[src/verilog/clk_ctrl_cfg.svh]
// Offsets, field positions, reset values and timing counts of the clock control block.
// Assumes an APB slave with 32-bit data and one aligned word per register.
// What this block does
// (RULE1) After any reset the main clock runs from the 12 MHz internal RC oscillator.
// (RULE2) After reset the PLL is powered off and bypassed until software enables it.
// (RULE3) PLL multiplier accepts every integer from 1 to 32.
// (RULE4) PLL post-divider divides by 2, 4, 8 or 16 only.
// (RULE5) Software programs the PLL, enables it, waits for lock, then selects it.
// (RULE6) Lock is reported about 100 us after the PLL is enabled.
// (RULE7) Software keeps the PLL reference between 10 MHz and 25 MHz.
// (RULE8) Software keeps the loop oscillator between 156 MHz and 320 MHz.
// (RULE9) Main clock comes from RC or crystal, directly or through the PLL; the code also lets the external pin drive it directly.
// (RULE10) The external clock pin can feed the PLL reference instead of an oscillator.
// (RULE11) External clocks on the pin or crystal input stay at or below 25 MHz.
// (RULE12) Software enables a source and waits for it to settle before selecting it.
// (RULE13) Lock status is readable and source switching never truncates a clock pulse.
`ifndef CLK_CTRL_CFG_SVH
`define CLK_CTRL_CFG_SVH

`define ADDR_PLL_CFG 12'h000
`define ADDR_PLL_CTRL 12'h004
`define ADDR_PLL_STAT 12'h008
`define ADDR_SRC_SEL 12'h00C
`define ADDR_SRC_STAT 12'h010
`define ADDR_OSC_CTRL 12'h014
`define ADDR_FOUT 12'h018

`define MSEL_LSB 0
`define MSEL_W 5
`define PSEL_LSB 5
`define PSEL_W 2
`define SRC_REF_LSB 0
`define SRC_PLL_BIT 2
`define STAT_BUSY_BIT 3

`define MSEL_RESET 5'h00
`define PSEL_RESET 2'h0
`define RC_KHZ 32'h0000_2EE0
`define XTAL_KHZ_DEF 32'h0000_2EE0
`define PIN_KHZ_DEF 32'h0000_2EE0

`define PCLK_MHZ 125
`define LOCK_TIME_US 100
`define LOCK_CYCLES_DEF (`LOCK_TIME_US * `PCLK_MHZ)

`endif

[src/verilog/clk_ctrl_pkg.sv]
// Types shared by the clock control block.
// Assumes nothing beyond the constants header.
package clk_ctrl_pkg;
  typedef enum logic [1:0] {
    REF_RC = 2'b00,
    REF_XTAL = 2'b01,
    REF_PIN = 2'b10
  } ref_src_type;

  typedef enum logic [1:0] {
    SW_RUN = 2'b00,
    SW_DRAIN = 2'b01,
    SW_ARM = 2'b10
  } sw_state_type;
endpackage

[src/verilog/pll_lock_model.sv]
// Lock model of the system PLL: lock a fixed count of cycles after enable.
// Assumes enable and restart are synchronous to pclk.
`timescale 1ns/1ns
`default_nettype none
module pll_lock_model #(
  parameter int LOCK_CYCLES = 12500
) (
  input wire logic pclk,
  input wire logic presetn,
  input wire logic enable,
  input wire logic restart,
  output logic locked
);
  logic [15:0] count;
  logic [15:0] next_count;
  logic next_locked;

  always_comb begin
    next_count = count;
    next_locked = locked;
    if (!enable || restart) begin
      next_count = 16'h0000;
      next_locked = 1'b0;
    end else if (!locked) begin
      if (count == 16'(LOCK_CYCLES - 1)) begin // RULE6
        next_locked = 1'b1;
      end else begin
        next_count = count + 16'h0001;
      end
    end
  end

  always_ff @(posedge pclk or negedge presetn) begin
    if (!presetn) begin
      count <= 16'h0000;
      locked <= 1'b0;
    end else begin
      count <= next_count;
      locked <= next_locked;
    end
  end

  property p_lock_time;
    @(posedge pclk) disable iff (!presetn)
    $rose(locked) |-> $past(count) == 16'(LOCK_CYCLES - 1) && $past(enable, 1);
  endproperty
  a_lock_time: assert property (p_lock_time) else $error("lock rose before settling count"); // RULE6

  property p_unlock;
    @(posedge pclk) disable iff (!presetn)
    !enable |=> !locked;
  endproperty
  a_unlock: assert property (p_unlock) else $error("lock held while PLL disabled"); // RULE6
endmodule // pll_lock_model
`default_nettype wire

[src/verilog/system_clock_pll_control.sv]
// System clock selection and PLL control with an APB register slave.
// Assumes source clocks arrive as levels sampled on pclk and the PLL analog core is outside.
//
// The address map and the APB interface to the registers were left to the implementer.
`timescale 1ns/1ns
`default_nettype none
`include "clk_ctrl_cfg.svh"
module system_clock_pll_control
  import clk_ctrl_pkg::*;
#(
  parameter int LOCK_CYCLES = `LOCK_CYCLES_DEF,
  parameter logic [31:0] XTAL_KHZ = `XTAL_KHZ_DEF,
  parameter logic [31:0] PIN_KHZ = `PIN_KHZ_DEF
) (
  input wire logic pclk,
  input wire logic presetn,
  input wire logic psel,
  input wire logic penable,
  input wire logic pwrite,
  input wire logic [11:0] paddr,
  input wire logic [31:0] pwdata,
  output logic [31:0] prdata,
  output logic pready,
  output logic pslverr,
  input wire logic internal_rc_osc,
  input wire logic crystal_osc,
  input wire logic ext_clock_pin,
  input wire logic pll_out_clk,
  output logic main_clk,
  output logic pll_power_on,
  output logic pll_bypass,
  output logic [5:0] pll_mult,
  output logic [4:0] pll_div,
  output logic [1:0] pll_ref_sel,
  output logic crystal_osc_enable,
  output logic pll_locked
);
  function automatic logic src_level(input logic [1:0] ref_src, input logic thru_pll,
                                     input logic rc, input logic xt, input logic pin,
                                     input logic pl);
    if (thru_pll) begin
      src_level = pl;
    end else begin
      case (ref_src)
        REF_XTAL: src_level = xt;
        REF_PIN: src_level = pin;
        default: src_level = rc;
      endcase
    end
  endfunction

  function automatic logic [31:0] out_khz(input logic [31:0] ref_khz, input logic [4:0] m,
                                          input logic [1:0] p, input logic en);
    logic [31:0] prod;
    prod = ref_khz * ({27'h000_0000, m} + 32'h0000_0001);
    out_khz = en ? (prod >> ({30'h0000_0000, p} + 32'h0000_0001)) : ref_khz;
  endfunction

  logic [4:0] msel;
  logic [1:0] psel_div;
  logic pll_enable;
  logic [1:0] sel_ref;
  logic sel_pll;
  logic xtal_en;
  logic [1:0] active_ref;
  logic active_pll;
  sw_state_type sw_state;
  logic relock;
  logic lock_flag;
  logic [4:0] next_msel;
  logic [1:0] next_psel_div;
  logic next_pll_enable;
  logic [1:0] next_sel_ref;
  logic next_sel_pll;
  logic next_xtal_en;
  logic next_relock;
  logic [1:0] next_active_ref;
  logic next_active_pll;
  sw_state_type next_sw_state;
  logic next_main_clk;
  logic [31:0] next_prdata;
  logic next_pready;
  logic next_pslverr;
  logic access;
  logic wr_take;
  logic mapped;
  logic old_level;
  logic new_level;
  logic [31:0] ref_khz;

  assign access = psel && penable;
  assign wr_take = access && pready && pwrite && !pslverr;

  always_comb begin
    case (paddr)
      `ADDR_PLL_CFG, `ADDR_PLL_CTRL, `ADDR_PLL_STAT, `ADDR_SRC_SEL,
      `ADDR_SRC_STAT, `ADDR_OSC_CTRL, `ADDR_FOUT: mapped = 1'b1;
      default: mapped = 1'b0;
    endcase
  end

  always_comb begin
    case (pll_ref_sel)
      REF_XTAL: ref_khz = XTAL_KHZ;
      REF_PIN: ref_khz = PIN_KHZ;
      default: ref_khz = `RC_KHZ;
    endcase
  end

  // Register writes and the APB answer, one wait state per access
  always_comb begin
    next_msel = msel;
    next_psel_div = psel_div;
    next_pll_enable = pll_enable;
    next_sel_ref = sel_ref;
    next_sel_pll = sel_pll;
    next_xtal_en = xtal_en;
    next_relock = 1'b0;
    next_pready = access && !pready;
    next_pslverr = access && !pready && !mapped;
    next_prdata = 32'h0000_0000;
    if (wr_take) begin
      case (paddr)
        `ADDR_PLL_CFG: begin
          next_msel = pwdata[`MSEL_LSB +: `MSEL_W]; // RULE3
          next_psel_div = pwdata[`PSEL_LSB +: `PSEL_W]; // RULE4
          next_relock = 1'b1;
        end
        `ADDR_PLL_CTRL: next_pll_enable = pwdata[0]; // RULE2
        `ADDR_SRC_SEL: begin
          if (pwdata[`SRC_REF_LSB +: 2] != 2'b11) begin
            next_sel_ref = pwdata[`SRC_REF_LSB +: 2]; // RULE9 RULE10
          end
          next_sel_pll = pwdata[`SRC_PLL_BIT];
        end
        `ADDR_OSC_CTRL: next_xtal_en = pwdata[0];
        default: next_relock = 1'b0;
      endcase
    end
    if (access && !pready && !pwrite) begin
      case (paddr)
        `ADDR_PLL_CFG: next_prdata = {25'h000_0000, psel_div, msel};
        `ADDR_PLL_CTRL: next_prdata = {31'h0000_0000, pll_enable};
        `ADDR_PLL_STAT: next_prdata = {31'h0000_0000, pll_locked}; // RULE13
        `ADDR_SRC_SEL: next_prdata = {29'h0000_0000, sel_pll, sel_ref};
        `ADDR_SRC_STAT: next_prdata = {28'h000_0000, sw_state != SW_RUN, active_pll, active_ref};
        `ADDR_OSC_CTRL: next_prdata = {31'h0000_0000, xtal_en};
        `ADDR_FOUT: next_prdata = out_khz(ref_khz, msel, psel_div, pll_enable); // RULE3 RULE4
        default: next_prdata = 32'h0000_0000;
      endcase
    end
  end

  always_ff @(posedge pclk or negedge presetn) begin
    if (!presetn) begin
      msel <= `MSEL_RESET;
      psel_div <= `PSEL_RESET;
      pll_enable <= 1'b0; // RULE2
      sel_ref <= REF_RC; // RULE1
      sel_pll <= 1'b0;
      xtal_en <= 1'b0;
      relock <= 1'b0;
      prdata <= 32'h0000_0000;
      pready <= 1'b0;
      pslverr <= 1'b0;
    end else begin
      msel <= next_msel;
      psel_div <= next_psel_div;
      pll_enable <= next_pll_enable;
      sel_ref <= next_sel_ref;
      sel_pll <= next_sel_pll;
      xtal_en <= next_xtal_en;
      relock <= next_relock;
      prdata <= next_prdata;
      pready <= next_pready;
      pslverr <= next_pslverr;
    end
  end

  // Analog control outputs follow the registers one cycle later
  always_ff @(posedge pclk or negedge presetn) begin
    if (!presetn) begin
      pll_power_on <= 1'b0; // RULE2
      pll_bypass <= 1'b1; // RULE2
      pll_mult <= 6'h01;
      pll_div <= 5'h02;
      pll_ref_sel <= REF_RC;
      crystal_osc_enable <= 1'b0;
    end else begin
      pll_power_on <= pll_enable;
      pll_bypass <= !pll_enable;
      pll_mult <= {1'b0, msel} + 6'h01; // RULE3
      pll_div <= 5'h02 << psel_div; // RULE4
      pll_ref_sel <= sel_ref; // RULE10
      crystal_osc_enable <= xtal_en;
    end
  end

  pll_lock_model #(
    .LOCK_CYCLES(LOCK_CYCLES)
  ) lock_model (
    .pclk(pclk),
    .presetn(presetn),
    .enable(pll_enable),
    .restart(relock),
    .locked(lock_flag)
  );
  assign pll_locked = lock_flag;

  // Glitch-free switch: old source finishes its high phase, output parks low, new source joins low
  assign old_level = src_level(active_ref, active_pll, internal_rc_osc, crystal_osc, ext_clock_pin, pll_out_clk);
  assign new_level = src_level(sel_ref, sel_pll, internal_rc_osc, crystal_osc, ext_clock_pin, pll_out_clk);

  always_comb begin
    next_sw_state = sw_state;
    next_active_ref = active_ref;
    next_active_pll = active_pll;
    next_main_clk = 1'b0;
    case (sw_state)
      SW_RUN: begin
        next_main_clk = old_level; // RULE9 RULE10
        if (sel_ref != active_ref || sel_pll != active_pll) begin
          next_sw_state = SW_DRAIN;
        end
      end
      SW_DRAIN: begin
        next_main_clk = old_level && main_clk; // RULE13
        if (!old_level) begin
          next_sw_state = SW_ARM;
        end
      end
      SW_ARM: begin
        if (!new_level) begin // RULE13
          next_active_ref = sel_ref;
          next_active_pll = sel_pll;
          next_sw_state = SW_RUN;
        end
      end
      default: next_sw_state = SW_RUN;
    endcase
  end

  always_ff @(posedge pclk or negedge presetn) begin
    if (!presetn) begin
      sw_state <= SW_RUN;
      active_ref <= REF_RC; // RULE1
      active_pll <= 1'b0; // RULE2
      main_clk <= 1'b0;
    end else begin
      sw_state <= next_sw_state;
      active_ref <= next_active_ref;
      active_pll <= next_active_pll;
      main_clk <= next_main_clk;
    end
  end

  logic wrote_src;
  always_ff @(posedge pclk or negedge presetn) begin
    if (!presetn) begin
      wrote_src <= 1'b0;
    end else if (wr_take && paddr == `ADDR_SRC_SEL) begin
      wrote_src <= 1'b1;
    end
  end

  property p_stay_rc;
    @(posedge pclk) disable iff (!presetn)
    !wrote_src |-> active_ref == REF_RC && !active_pll && sw_state == SW_RUN;
  endproperty
  a_stay_rc: assert property (p_stay_rc) else $error("left RC clock without software select"); // RULE1

  property p_off_bypass;
    @(posedge pclk) disable iff (!presetn)
    !pll_enable |=> pll_bypass && !pll_power_on && !pll_locked;
  endproperty
  a_off_bypass: assert property (p_off_bypass) else $error("PLL not off and bypassed"); // RULE2

  property p_mult_range;
    @(posedge pclk) disable iff (!presetn)
    $past(presetn) |-> pll_mult == {1'b0, $past(msel)} + 6'h01 && pll_mult >= 6'h01 && pll_mult <= 6'h20;
  endproperty
  a_mult_range: assert property (p_mult_range) else $error("multiplier out of 1..32"); // RULE3

  property p_div_set;
    @(posedge pclk) disable iff (!presetn)
    $past(presetn) |-> pll_div == (5'h02 << $past(psel_div)) &&
      (pll_div == 5'h02 || pll_div == 5'h04 || pll_div == 5'h08 || pll_div == 5'h10);
  endproperty
  a_div_set: assert property (p_div_set) else $error("post-divider not 2, 4, 8 or 16"); // RULE4

  property p_rc_direct;
    @(posedge pclk) disable iff (!presetn)
    sw_state == SW_RUN && active_ref == REF_RC && !active_pll |=> main_clk == $past(internal_rc_osc);
  endproperty
  a_rc_direct: assert property (p_rc_direct) else $error("RC clock not routed to main clock"); // RULE9

  property p_pll_path;
    @(posedge pclk) disable iff (!presetn)
    sw_state == SW_RUN && active_pll |=> main_clk == $past(pll_out_clk);
  endproperty
  a_pll_path: assert property (p_pll_path) else $error("PLL output not routed to main clock"); // RULE9

  property p_ref_pin;
    @(posedge pclk) disable iff (!presetn)
    wr_take && paddr == `ADDR_SRC_SEL && pwdata[1:0] == REF_PIN |=> ##1 pll_ref_sel == REF_PIN;
  endproperty
  a_ref_pin: assert property (p_ref_pin) else $error("external pin not sent to PLL reference"); // RULE10

  property p_lock_read;
    @(posedge pclk) disable iff (!presetn)
    access && !pready && !pwrite && paddr == `ADDR_PLL_STAT |=> pready && prdata[0] == $past(pll_locked);
  endproperty
  a_lock_read: assert property (p_lock_read) else $error("lock status not readable"); // RULE13

  property p_no_runt;
    @(posedge pclk) disable iff (!presetn)
    sw_state != SW_RUN && !main_clk |=> !main_clk;
  endproperty
  a_no_runt: assert property (p_no_runt) else $error("clock pulse started during source switch"); // RULE13
endmodule // system_clock_pll_control
`default_nettype wire
[config.mk]
export PLATFORM = sky130hd
export DESIGN_NAME = system_clock_pll_control
export DESIGN_NICKNAME = d
export VERILOG_FILES = /design/src/verilog/clk_ctrl_pkg.sv /design/src/verilog/pll_lock_model.sv /design/src/verilog/system_clock_pll_control.sv
export VERILOG_INCLUDE_DIRS = /design/src /design/src/verilog
export SDC_FILE = /design/constraint.sdc
export NUM_CORES = 1
export LEC_CHECK = 0
export ABC_AREA = 1
export BUFFER_PORTS_ARGS = -buffer_cell sky130_fd_sc_hd__buf_4
export CORE_MARGIN = 2
export CORE_UTILIZATION = 50
export CTS_CLUSTER_DIAMETER = 50
export DETAILED_ROUTE_END_ITERATION = 6
export PLACE_DENSITY_LB_ADDON = 0.2
export SLEW_MARGIN = 20
export SYNTH_ARGS = -nofsm -noshare
export SYNTH_HDL_FRONTEND = slang
export SYNTH_SLANG_ARGS = --single-unit
[constraint.sdc]
create_clock -name pclk -period 13.55 [get_ports pclk]
set_clock_uncertainty 0.15 [all_clocks]
set_input_delay 0.6775 -clock pclk [delete_from_list [all_inputs] [get_ports pclk]]
set_output_delay 0.6775 -clock pclk [all_outputs]
set_load 0.03 [all_outputs]
# --- Yosys cells after proc, flatten, opt, wreduce, memory -nomap -nowiden ---
# Index checks and enable logic that the tools add are counted.
op_classes:
  multipliers: 1
  eq_ne: 21
  shifts: 2
  n_reduce_logical: 27
  muxes: 21
  add_sub_neg: 4
  bitwise_logic: 1
op_table:
  columns: ["operator", "n"]
  rows:
  - ["$pmux 32 s7", 1]
  - ["$mux 32", 2]
  - ["$mux 16", 3]
  - ["$eq 12x5->1 const B", 3]
  - ["$shr 20x3->32", 1]
  - ["$eq 12x4->1 const B", 2]
  - ["$add 16x1->16 const B", 1]
  - ["$eq 16x14->1 const B", 1]
  - ["$mul 9x6->15 const A", 1]
  - ["$add 5x1->6 const B", 2]
  - ["$eq 12x3->1 const B", 1]
  - ["$logic_not 12->1", 1]
  - ["$reduce_and 2->1", 6]
  - ["$ne 2x2->1 const B", 5]
  - ["$logic_and 1x1->1", 8]
  - ["$mux 1", 8]
  - ["$reduce_or 7->1", 1]
  - ["$eq 2x1->1 const B", 3]
  - ["$eq 2x2->1 const B", 3]
  - ["$mux 2", 3]
  - ["$pmux 1 s2", 3]
  - ["$pmux 2 s3", 1]
  - ["$reduce_and 3->1", 2]
  - ["$logic_not 1->1", 5]
  - ["9 further kinds", 10]
totals:
  regBits: 86
  wordCells: 99
  out_inout_bits: 52
  inputBits: 53

# --- Depth between registers and ports, before layout ---
# Gate-level depths: netlist of run 1.
logic_depth:
  word_depth: 6
  mapped_depth: 22
  mapped_depth_nobuf: 22

# --- Hierarchy ---
# A second synthesis of run 1 with hierarchy kept.
hier_totals:
  cells_unflattened: 700
  area_unflattened_um2: 5225.0
modules_own_cells:
  columns: ["mod", "instances", "seq_area_each_um2", "cells_each", "area_per_inst_um2"]
  rows:
  - ["system_clock_pll_control", 1, 1380.1, 535, 4077.7]
  - ["pll_lock_model", 1, 425.4, 165, 1147.4]

# --- Worst setup path after synthesis of run 1 ---
# OpenSTA, ideal clock, no wires.
synth_path:
  kind: "flip-flop to flip-flop"
  from: "register msel[0]"
  to: "register prdata[15]"
  arrival_ns: 3.977
  required_time_ns: 13.283
  synth_period_minus_slack_ns: 4.245
  path_slack_ns: 9.305
  stages_incl_launch_ff: 23
  path_buffers: 0
  setup_time_ns: 0.117
  cell_sequence: "dfrtp_1 -> ha_1 -> nand3_1 -> xor2_1 -> ha_1 -> or2_2 -> nand2_1 -> inv_1 -> fa_1 -> inv_1 -> fa_1 -> inv_1 -> ha_1 -> nand2_1 -> inv_1 -> a21oi_1 -> nand2_1 -> nand2_1 -> nand2_1 -> nand2_1 -> nand3_1 -> nand3_1 -> nand2_1"
synth_via:
  elab_chain_len: 6
synth_lines:
  columns: ["item", "line_no", "rtl"]
  rows:
  - ["start: declaration", "system_clock_pll_control.sv:59", "logic [4:0] msel;"]
  - ["start signal: assignment", "system_clock_pll_control.sv:156", "msel <= `MSEL_RESET;"]
  - ["start signal: assignment", "system_clock_pll_control.sv:167", "msel <= next_msel;"]
  - ["$add 5x1->6", "system_clock_pll_control.sv:55", "prod = ref_khz * ({27'h000_0000, m} + 32'h0000_0001);"]
  - ["$mul 9x6->15", "system_clock_pll_control.sv:55", null]
  - ["$shr 20x3->32", "system_clock_pll_control.sv:56", "out_khz = en ? (prod >> ({30'h0000_0000, p} + 32'h0000_0001)) : ref_khz;"]
  - ["$mux 32", "system_clock_pll_control.sv:56", null]
  - ["$pmux 32 s7", "system_clock_pll_control.sv:141", "case (paddr)"]
  - ["$mux 32", "system_clock_pll_control.sv:140", "if (access && !pready && !pwrite) begin"]
  - ["via next_prdata[15]", "system_clock_pll_control.sv:81", "logic [31:0] next_prdata;"]
  - ["end signal: assignment", "system_clock_pll_control.sv:174", "prdata <= next_prdata;"]
  - ["end: declaration", "system_clock_pll_control.sv:22", "output logic [31:0] prdata,"]
# The timed path passes the listed nets, and every way through them passes these cells.
# A chain may end at the register's enable or synchronous reset.

# --- Worst setup path after layout of run 1 ---
layout_path:
  from: "register msel[1]"
  to: "register prdata[15]"
# Same word-level chain as after synthesis.

==> flow_results.org, run 1 <==
** Status
- Result of the run :: finished clean

** Final layout
- After routing the design area is 5911 um2.
- Once layout is complete, the utilization of the core stands at around three fifths.
- ANT cells :: 0
- Most common cell after layout, fill and taps aside :: nand2_1
- Fin cells :: approximately 890
- At the end of the flow, the number of nets in the layout was 844.
- Layout cells sized above 1 :: about 16%
- Leaving out fill and tap cells, the most frequent cells in the layout are 162 x nand2_1, 112 x inv_1, 72 x nand3_1.
- Area growth from synthesis to layout :: 14.55%

** Worst setup path
- The startpoint identified for the worst register-to-register timing path is msel[1].
- Capture point of the worst reg-to-reg path :: prdata[15]
- Along the worst path, the maximum fanout reaches 8.
- The worst setup path is captured at a flop.
- Worst setup SP type :: flop
- The worst register-to-register path has a setup slack of between 8 and 9 ns.
- Critical Path AT :: a little under 5 ns
- Category of the most critical setup path :: flop to flop
- Worst r2r path cells :: 22
- STA puts the critical path data required time at 13.65 ns.

** STA
- Final hold viol count :: 0
- Setup violations remaining at the end of the flow were counted as 0.
- Worst slew margin relative to its limit :: ~42%
- The tightest hold path in the finished design has a slack of ~0.27 ns.
- The total count of max-transition violations in the final report is 0.
- At the pin with the least slew margin, the transition time is between 0.8 and 0.9 ns.
- Maximum clock rate :: roughly 210 MHz
- Summed over all failing endpoints, the final setup total negative slack is 0 ns.
- Fin crit period :: around 4.8 ns
- Unrepaired setup endpoints after global routing :: no
- Share of the cycle needed by the critical path after routing :: roughly a third

** Clock network
- CTS-repair resized insts :: 0
- Clock sinks :: 72
- H-tree Lvls :: 3
- Counting the buffers created by CTS gives 9.
- CTS root buffer :: clkbuf_8
- After clock tree synthesis, the clock-pin slew on the worst setup and hold paths is approximately 0.08 ns.
- Source-to-sink clock delay at the later pin of the worst-skew pair :: 0.36 ns
- TritonCTS built the clock tree.
- The number of setup buffers added after CTS is 0.
- Clk buf depth :: 2
- Number of buffers inserted for hold repair after clock tree synthesis :: 0

** Synth
- Cell Area, Synth :: just over 5000 um2
- After synthesis, the largest family of logic cells by area is simple AND/OR/NAND/NOR gates.
- Simple-gate portion of the synthesized area :: between 20% and 30%
- Mean post-synth cell area :: between 7 and 8 um2
- Of the total synthesized cell area, the portion taken by XOR and XNOR cells is approximately 2.7%.
- Share of cell area taken by muxes after synthesis :: 0%
- The synthesized netlist devotes 7.274% of its cell area to compound gates.
- Gate count of the mapped netlist :: ~680
- Of the total synthesized cell area, the portion taken by full adders, half adders and majority gates is between 10% and 20%.
- The synthesized netlist contains roughly 40 unique library cells.
- Sequential elements use about a third of the synthesized area.
- Synth Warn # :: 0
- Synth Register Bits :: 72

** Die
- For this design the top-level I/O count stands at ~110.
- Die area :: about 11,000 um2
- Starting density of the core :: 50.66%
- Row generation in the floorplan step produced 37 rows.
- Die height :: between 100 and 150 um
- The core region is 10,180 um2.
- Die Width :: about 110 um

** Placed design
- Post-Place Cells :: between 800 and 900
- In this run the tool buffered the top-level ports with 65 buffer cells.
- Summed over all nets, the half-perimeter wirelength after detailed placement is about 8900 um.
- Once placement finished, the instance area stood at around 5700 um2.
- The congestion estimate from routability-driven global placement came to slightly above 0.9.

** Global route
- All-layer global routing usage :: roughly 22%
- Total congestion overflow after global routing :: 0
- Number of antenna violations at the first check in global routing :: 0
- The via count of the first global-routing pass was about 4.3k.
- Global-route wire length before repair :: 19,890 um
- Entering global routing, the biggest net connects 73 pins.

** Power and ir drop
- Leakage :: 3.136 nW
- Power density of the placed cells :: between 80 and 90 nW/um2
- The worst-case IR drop observed on VDD is approximately 0.067 mV.

** Route
- Summing over every cut layer, the via total after detailed routing is 4,463.
- For this run, the detailed router's first-pass iteration total came to 5.
- In this run, the number of DRC markers left after iteration 0 of detailed routing was 232.
- Number of nets with antenna violations after detailed routing :: 0
- After detailed routing, the number of vias per cell comes to between 5 and 6.
- The routed design has roughly 11,000 um of wire.
- In the routed design, unresolved DRC markers number 0.
- Post-DR wirelength/cell :: between 10 and 15 um

** Flow run
- The tool flagged a number of max-cap violations equal to 0.

** Min path
- The min-delay analysis places its worst path in the category input pin to async pin.
[cells in the mapped netlist, drive strengths merged]
| cell type | instances | area [um2] |
|---|---|---|
| a21oi | 14 | 70.07 |
| o21bai | 2 | 15.01 |
| xnor2 | 3 | 26.28 |
| dfrtp | 69 | 1727 |
| buf | 21 | 171.4 |
| inv | 116 | 440.4 |
| o211ai | 6 | 45.04 |
| nand2 | 169 | 661.9 |
| o22ai | 1 | 6.260 |
| ha | 33 | 412.9 |
| fa | 13 | 260.3 |
| nor4 | 1 | 12.51 |
| clkbuf | 1 | 3.750 |
| nor3b | 1 | 7.510 |
| nand3b | 1 | 7.510 |
| nand4 | 14 | 87.58 |
| or2 | 2 | 12.51 |
| o21a | 2 | 15.01 |
| nor3 | 14 | 91.34 |
| nor2 | 66 | 285.3 |
| nand3 | 74 | 380.4 |
| o21ai | 36 | 206.5 |
| dfstp | 3 | 78.83 |
| xor2 | 13 | 113.9 |
| conb | 1 | 3.750 |
| a22o | 2 | 17.52 |
[stage by stage]
stage | worst slack [ns] | power, mW
CTS | 8.738 | 0.5203
finish | 8.768 | 0.5168
global route | 8.401 | 0.5437
global placement | 8.771 | 0.3252
floorplan | 9.305 | 0.3056
detailed placement | 8.768 | 0.3280
[worst max-delay path, cell delays in order (launching register included)]
cell and delay, ns:
dfrtp_1 0.50, ha_1 0.24, nand3_1 0.09, xor2_1 0.38, ha_1 0.38, or2_2 0.32, nand2_1 0.12, inv_1 0.07
fa_1 0.50, inv_1 0.05, fa_1 0.53, inv_1 0.04, ha_1 0.36, nand2_1 0.14, inv_1 0.05, a21oi_1 0.17
nand2_1 0.10, nand2_1 0.08, nand2_1 0.05, nand2_1 0.09, nand3_1 0.10, nand3_1 0.11, nand2_1 0.05
[power breakdown]
group	internal [mW]	total, mW	switching (mW)	leakage, nW
clock	0.105	0.192	0.0874	0.111
sequential	0.228	0.242	0.0141	0.906
combinational	0.0303	0.0825	0.0523	2.12
[flip-flops by register name (all words and copies together) (netlist names), 4 cells and up]
| register | cells |
|---|---|
| lock_model.count | 16 |
| pll_mult | 6 |
| pll_div | 4 |
| prdata | 19 |
| msel | 5 |
[worst max path at each step]
| stage | slack [ns] | startpoint | endpoint | cells after the start |
|---|---|---|---|---|
| floorplan | 9.31 | msel[0] | prdata[15] | 22 |
| global placement | 8.77 | msel[1] | prdata[15] | 22 |
| detailed placement | 8.77 | msel[1] | prdata[15] | 22 |
| CTS | 8.74 | msel[1] | prdata[15] | 22 |
| global route | 8.40 | msel[1] | prdata[15] | 22 |
| finish | 8.77 | msel[1] | prdata[15] | 22 |
[cell families (layout without fill, tap and decap cells)]
logic type      Yosys count  after routing
fa+ha+maj                46             46
simple gates            342            342
compound gates           63             63
flops                    72             72
buf+inv                 138            197
other cells               1             14
xor+xnor                 16             16
[final cells by class]
class                           count  area [um2]
Fill cell                         965        4274
Multi-Input combinational cell    481        2788
Sequential cell                    72        1805
Timing Repair Buffer               65       488.0
Inverter                          116       440.4
Tap cell                          136       170.2
Clock buffer                       10       127.6
Clock inverter                      6       91.34
[layer usage]
metal	track usage, %	share of wire [%]	up-vias
met1	30.37	47	2074
met4	7.425	1.2	0
met5	0	0	-
li1	-	-	2264
met2	35.62	47	108
met3	3.340	4.5	17
(Power assumes the default switching activity.)
==> run 2: changes to the inputs <==
==> constraint.sdc (replaced) <==
create_clock -name pclk -period 3.8 [get_ports pclk]
set_clock_uncertainty 0.15 [all_clocks]
set_input_delay 0.19 -clock pclk [delete_from_list [all_inputs] [get_ports pclk]]
set_output_delay 0.19 -clock pclk [all_outputs]
set_load 0.03 [all_outputs]
==> run 2 against run 1 <==
  * The run now ends with negative setup slack left
  * Combinational power rose to 3.7 times the previous value
  * Hold slack got worse by 0.22 ns
  * First-iteration DRC count did not move
  * Sequential share of layout area fell by 3.2 points
  * Critical path type unchanged
  * Critical endpoint unchanged
  * Largest power group unchanged
  * Highest routed layer unchanged
==> flow_results.org, run 2 (synthesized netlist as in run 1, its figures left out) <==
** STA
- The final critical-path share of the clock period is 105.3% (+70 points).
- Smallest setup slack after layout :: -0.2009 ns (-8.969 ns)
- The worst slew slack as a fraction of its limit was 40.55% (-1.6 points).
- Accumulated negative setup slack :: -1.639 ns (-1.639 ns)
- Final setup fails :: 12 (+12)
- The total count of max-transition violations in the final report came to 0 (unchanged).
- Setup repair after global routing could not meet its margin everywhere.
- Final hold viol count :: 0 (unchanged)
- The final hold slack came to 0.04973 ns (-0.2154 ns).
- Fin crit period :: 4.001 ns (-0.7811 ns)
- Maximum clock rate :: 249.9 MHz (+20%)
- Slew at the pin closest to its max-slew limit :: 0.8917 ns (+0.02364 ns)

** Worst setup path
- Maximum fanout count along the critical path :: 4 (-4)
- The signal on the critical path passes through ha_4 -> nand3_4 -> xor2_4 -> ha_4 -> or2_4 -> nand2_4 -> inv_2 -> fa_1 -> inv_2 -> fa_1 -> inv_2 -> ha_4 -> nand2_4 -> nand2_4 -> a21oi_4 -> nand2_2 -> nand2_2 -> nand2_2 -> nand2_2 -> nand3_2 -> nand3_2 -> nand2_1.
- Largest incremental delay on the critical path :: 0.55 ns (+0.02 ns)
- Crit path top cell by count :: nand2_2
- Critical Path AT :: 4.08 ns (-0.80 ns)
- The most critical setup path has its endpoint at prdata[15].
- STA classifies the critical path startpoint as a flop.
- The worst register-to-register path ends at prdata[15].
- R2R setup slack :: -0.20 ns (-8.97 ns)
- Category of the most critical setup path :: flop to flop
- Worst path slowest cell :: fa_1
- Launch point of the critical path :: msel[1]
- The required time of the critical path is 3.88 ns (-9.77 ns).
- Kind of end point of the critical path :: flop
- The startpoint identified for the worst register-to-register timing path is msel[1].
- The cell count of the worst reg-to-reg path was 22 (unchanged).

** Die
- The area of the core came to 10,180 um2 (unchanged).
- Std cell rows :: 37 (unchanged)
- Die height :: 105.6 um (unchanged)
- Die area :: 11,150 um2 (unchanged)
- The number of I/O pins is 105 (unchanged).
- The initial standard-cell utilization of the core is 50.66% (unchanged).
- The die span in x was 105.6 um (unchanged).

** Power and ir drop
- Largest voltage drop on the vdd net :: 0.2417 mV (+260%)
- Leakage :: 3.397 nW (+8.3%)
- Power density of the placed cells :: 276.7 nW/um2 (+220%)

** Route
- Post-route DRC :: 0 (unchanged)
- Routed via count :: 4,669 (+4.6%)
- The iteration count of the initial detailed-routing pass is 5 (unchanged).
- The routed wirelength normalized by instance count was 13.22 um (+2.9%).
- The routed wire length is 12,360 um (+8.5%).
- Avg Vias per Cell :: 4.994 (-0.87%)
- Number of nets with antenna violations after detailed routing :: 0 (unchanged)
- The starting DRC count in detailed routing came to 232 (unchanged).

** Final layout
- Largest reg by FF count :: prdata
- The number of antenna cells inserted is 0 (unchanged).
- Net total in the final layout :: 894 (+5.9%)
- In the layout the commonest cells are 146 x nand2_1, 108 x inv_1, 104 x buf_4.
- The share of final-layout standard cells stronger than drive strength 1 came to 26.41% (+11 points).
- Post-route design area :: 6618 um2 (+12%)
- Area growth from synthesis to layout :: 28.25%
- The number of flip-flops in the largest register is 19 (unchanged).
- In the final layout, the registers with the most flip-flops are prdata: 19 flops, lock_model.count: 16 flops, pll_mult: 6 flops.
- Leaving out fill and tap cells, the most frequent cell in the layout is nand2_1.

** Clock network
- CTS tree :: done
- The clock-pin slew of the registers on the worst-case setup and hold paths is 0.08 ns (about the same).
- The clock insertion delay at the later pin of the skew report came to 0.35 ns (about the same).
- Clock sinks :: 72 (unchanged)
- CTS root buffer :: clkbuf_8
- The H-tree depth was 3 (unchanged).
- The maximum count of clock buffers along a single path was 2 (unchanged).
- TritonCTS buffer count :: 9 (unchanged)

** Min path
- Tightest Hold Check Type :: input pin to flop
- Start point of the worst hold path :: paddr[2]

** Placed design
- The final weighted congestion in routability-driven placement is 0.9421 (+4.1%).
- Estimated wirelength of the detail-placed design :: 9325 um (+4.3%)
- The placed cell area came to 6021 um2 (+5.8%).
- The number of buffer cells added on primary ports is 65 (unchanged).

** Global route
- All-layer global routing usage :: 22.53% (+0.51 points)
- The maximum number of pins on one net before global-route repair came to 73 (unchanged).
- Number of global-route vias before repair :: 4,420 (+2.0%)
- Number of antenna violations at the first check in global routing :: 0 (unchanged)
- The first-pass GRT wire length was 20,310 um (+2.2%).
- Total congestion overflow after global routing :: 0 (unchanged)

** Flow run
- Max_cap viols :: 0 (unchanged)

** Status
- Violations in the final reports :: negative setup slack
- Result of the run :: finished, violations left
## run 2: cell types whose count changed in the layout (fill, tap and decap cells not counted), moves of 9 or more
| cell | before | now |
|---|---|---|
| nand3_1 | 72 | 62 |
| dlygate4sd3_1 | 0 | 10 |
| nand2_2 | 5 | 17 |
| nand3_2 | 2 | 11 |
| nand2_1 | 162 | 146 |
| ha_4 | 0 | 9 |
| ha_1 | 33 | 24 |
| buf_4 | 65 | 104 |
## run 2: what timing repair did
item	in CTS	in global routing
hold endpoints to repair	81	0
hold buffers	10	0
pin swaps	13	26
resized for setup	18	33
buffers inserted	2	3
setup endpoints to repair	13	14
## run 2: layout make-up
class / instances / area, um2
Clock buffer: 10 / 127.6
Clock inverter: 5 / 81.33
Fill cell: 877 / 3567
Inverter: 116 / 440.4
Multi-Input combinational cell: 481 / 3098
Sequential cell: 72 / 1808
Tap cell: 136 / 170.2
Timing Repair Buffer: 115 / 892.1
## run 2: worst min path at each step
stage	endpoint	depth (start not counted)
floorplan	active_pll	0
global placement	prdata[18]	1
detailed placement	prdata[16]	1
CTS	pll_enable	3
global route	pll_enable	3
finish	pll_enable	3
## run 2: worst max-delay path, delay by kind of cell (launching register included)
| kind | cells | cell delay [ns] |
|---|---|---|
| flip-flops | 1 | 0.45 |
| buffers and inverters | 3 | 0.13 |
| AND/OR/NAND/NOR | 12 | 1.06 |
| XOR/XNOR | 1 | 0.19 |
| AO/OA/AOI/OAI | 1 | 0.14 |
| adder cells (fa/ha/maj) | 5 | 1.75 |
## run 2: per-stage QoR
stage               instances  worst slack (ns)  utilization (%)  power [mW]
floorplan                 691          -0.05683                -       1.090
global placement          905           -0.1892            59.12       1.160
detailed placement        905           -0.1967            59.12       1.173
CTS                       932           -0.1152            63.21       1.842
global route              935           -0.3615            64.98       1.932
finish                    935           -0.2009            64.98       1.831
## run 2: where the power goes
part	switching (mW)	internal (mW)	total [mW]	leakage [nW]
sequential	0.0504	0.814	0.864	0.904
clock	0.296	0.368	0.664	0.103
combinational	0.186	0.116	0.303	2.39
total	0.533	1.30	1.83	3.40
## run 2: routing by layer
layer | wire, um | GRT usage [%]
met1 | 5625 | 30.47
met2 | 5991 | 37.79
met3 | 555 | 4.205
met4 | 187 | 5.075
met5 | 0 | 0
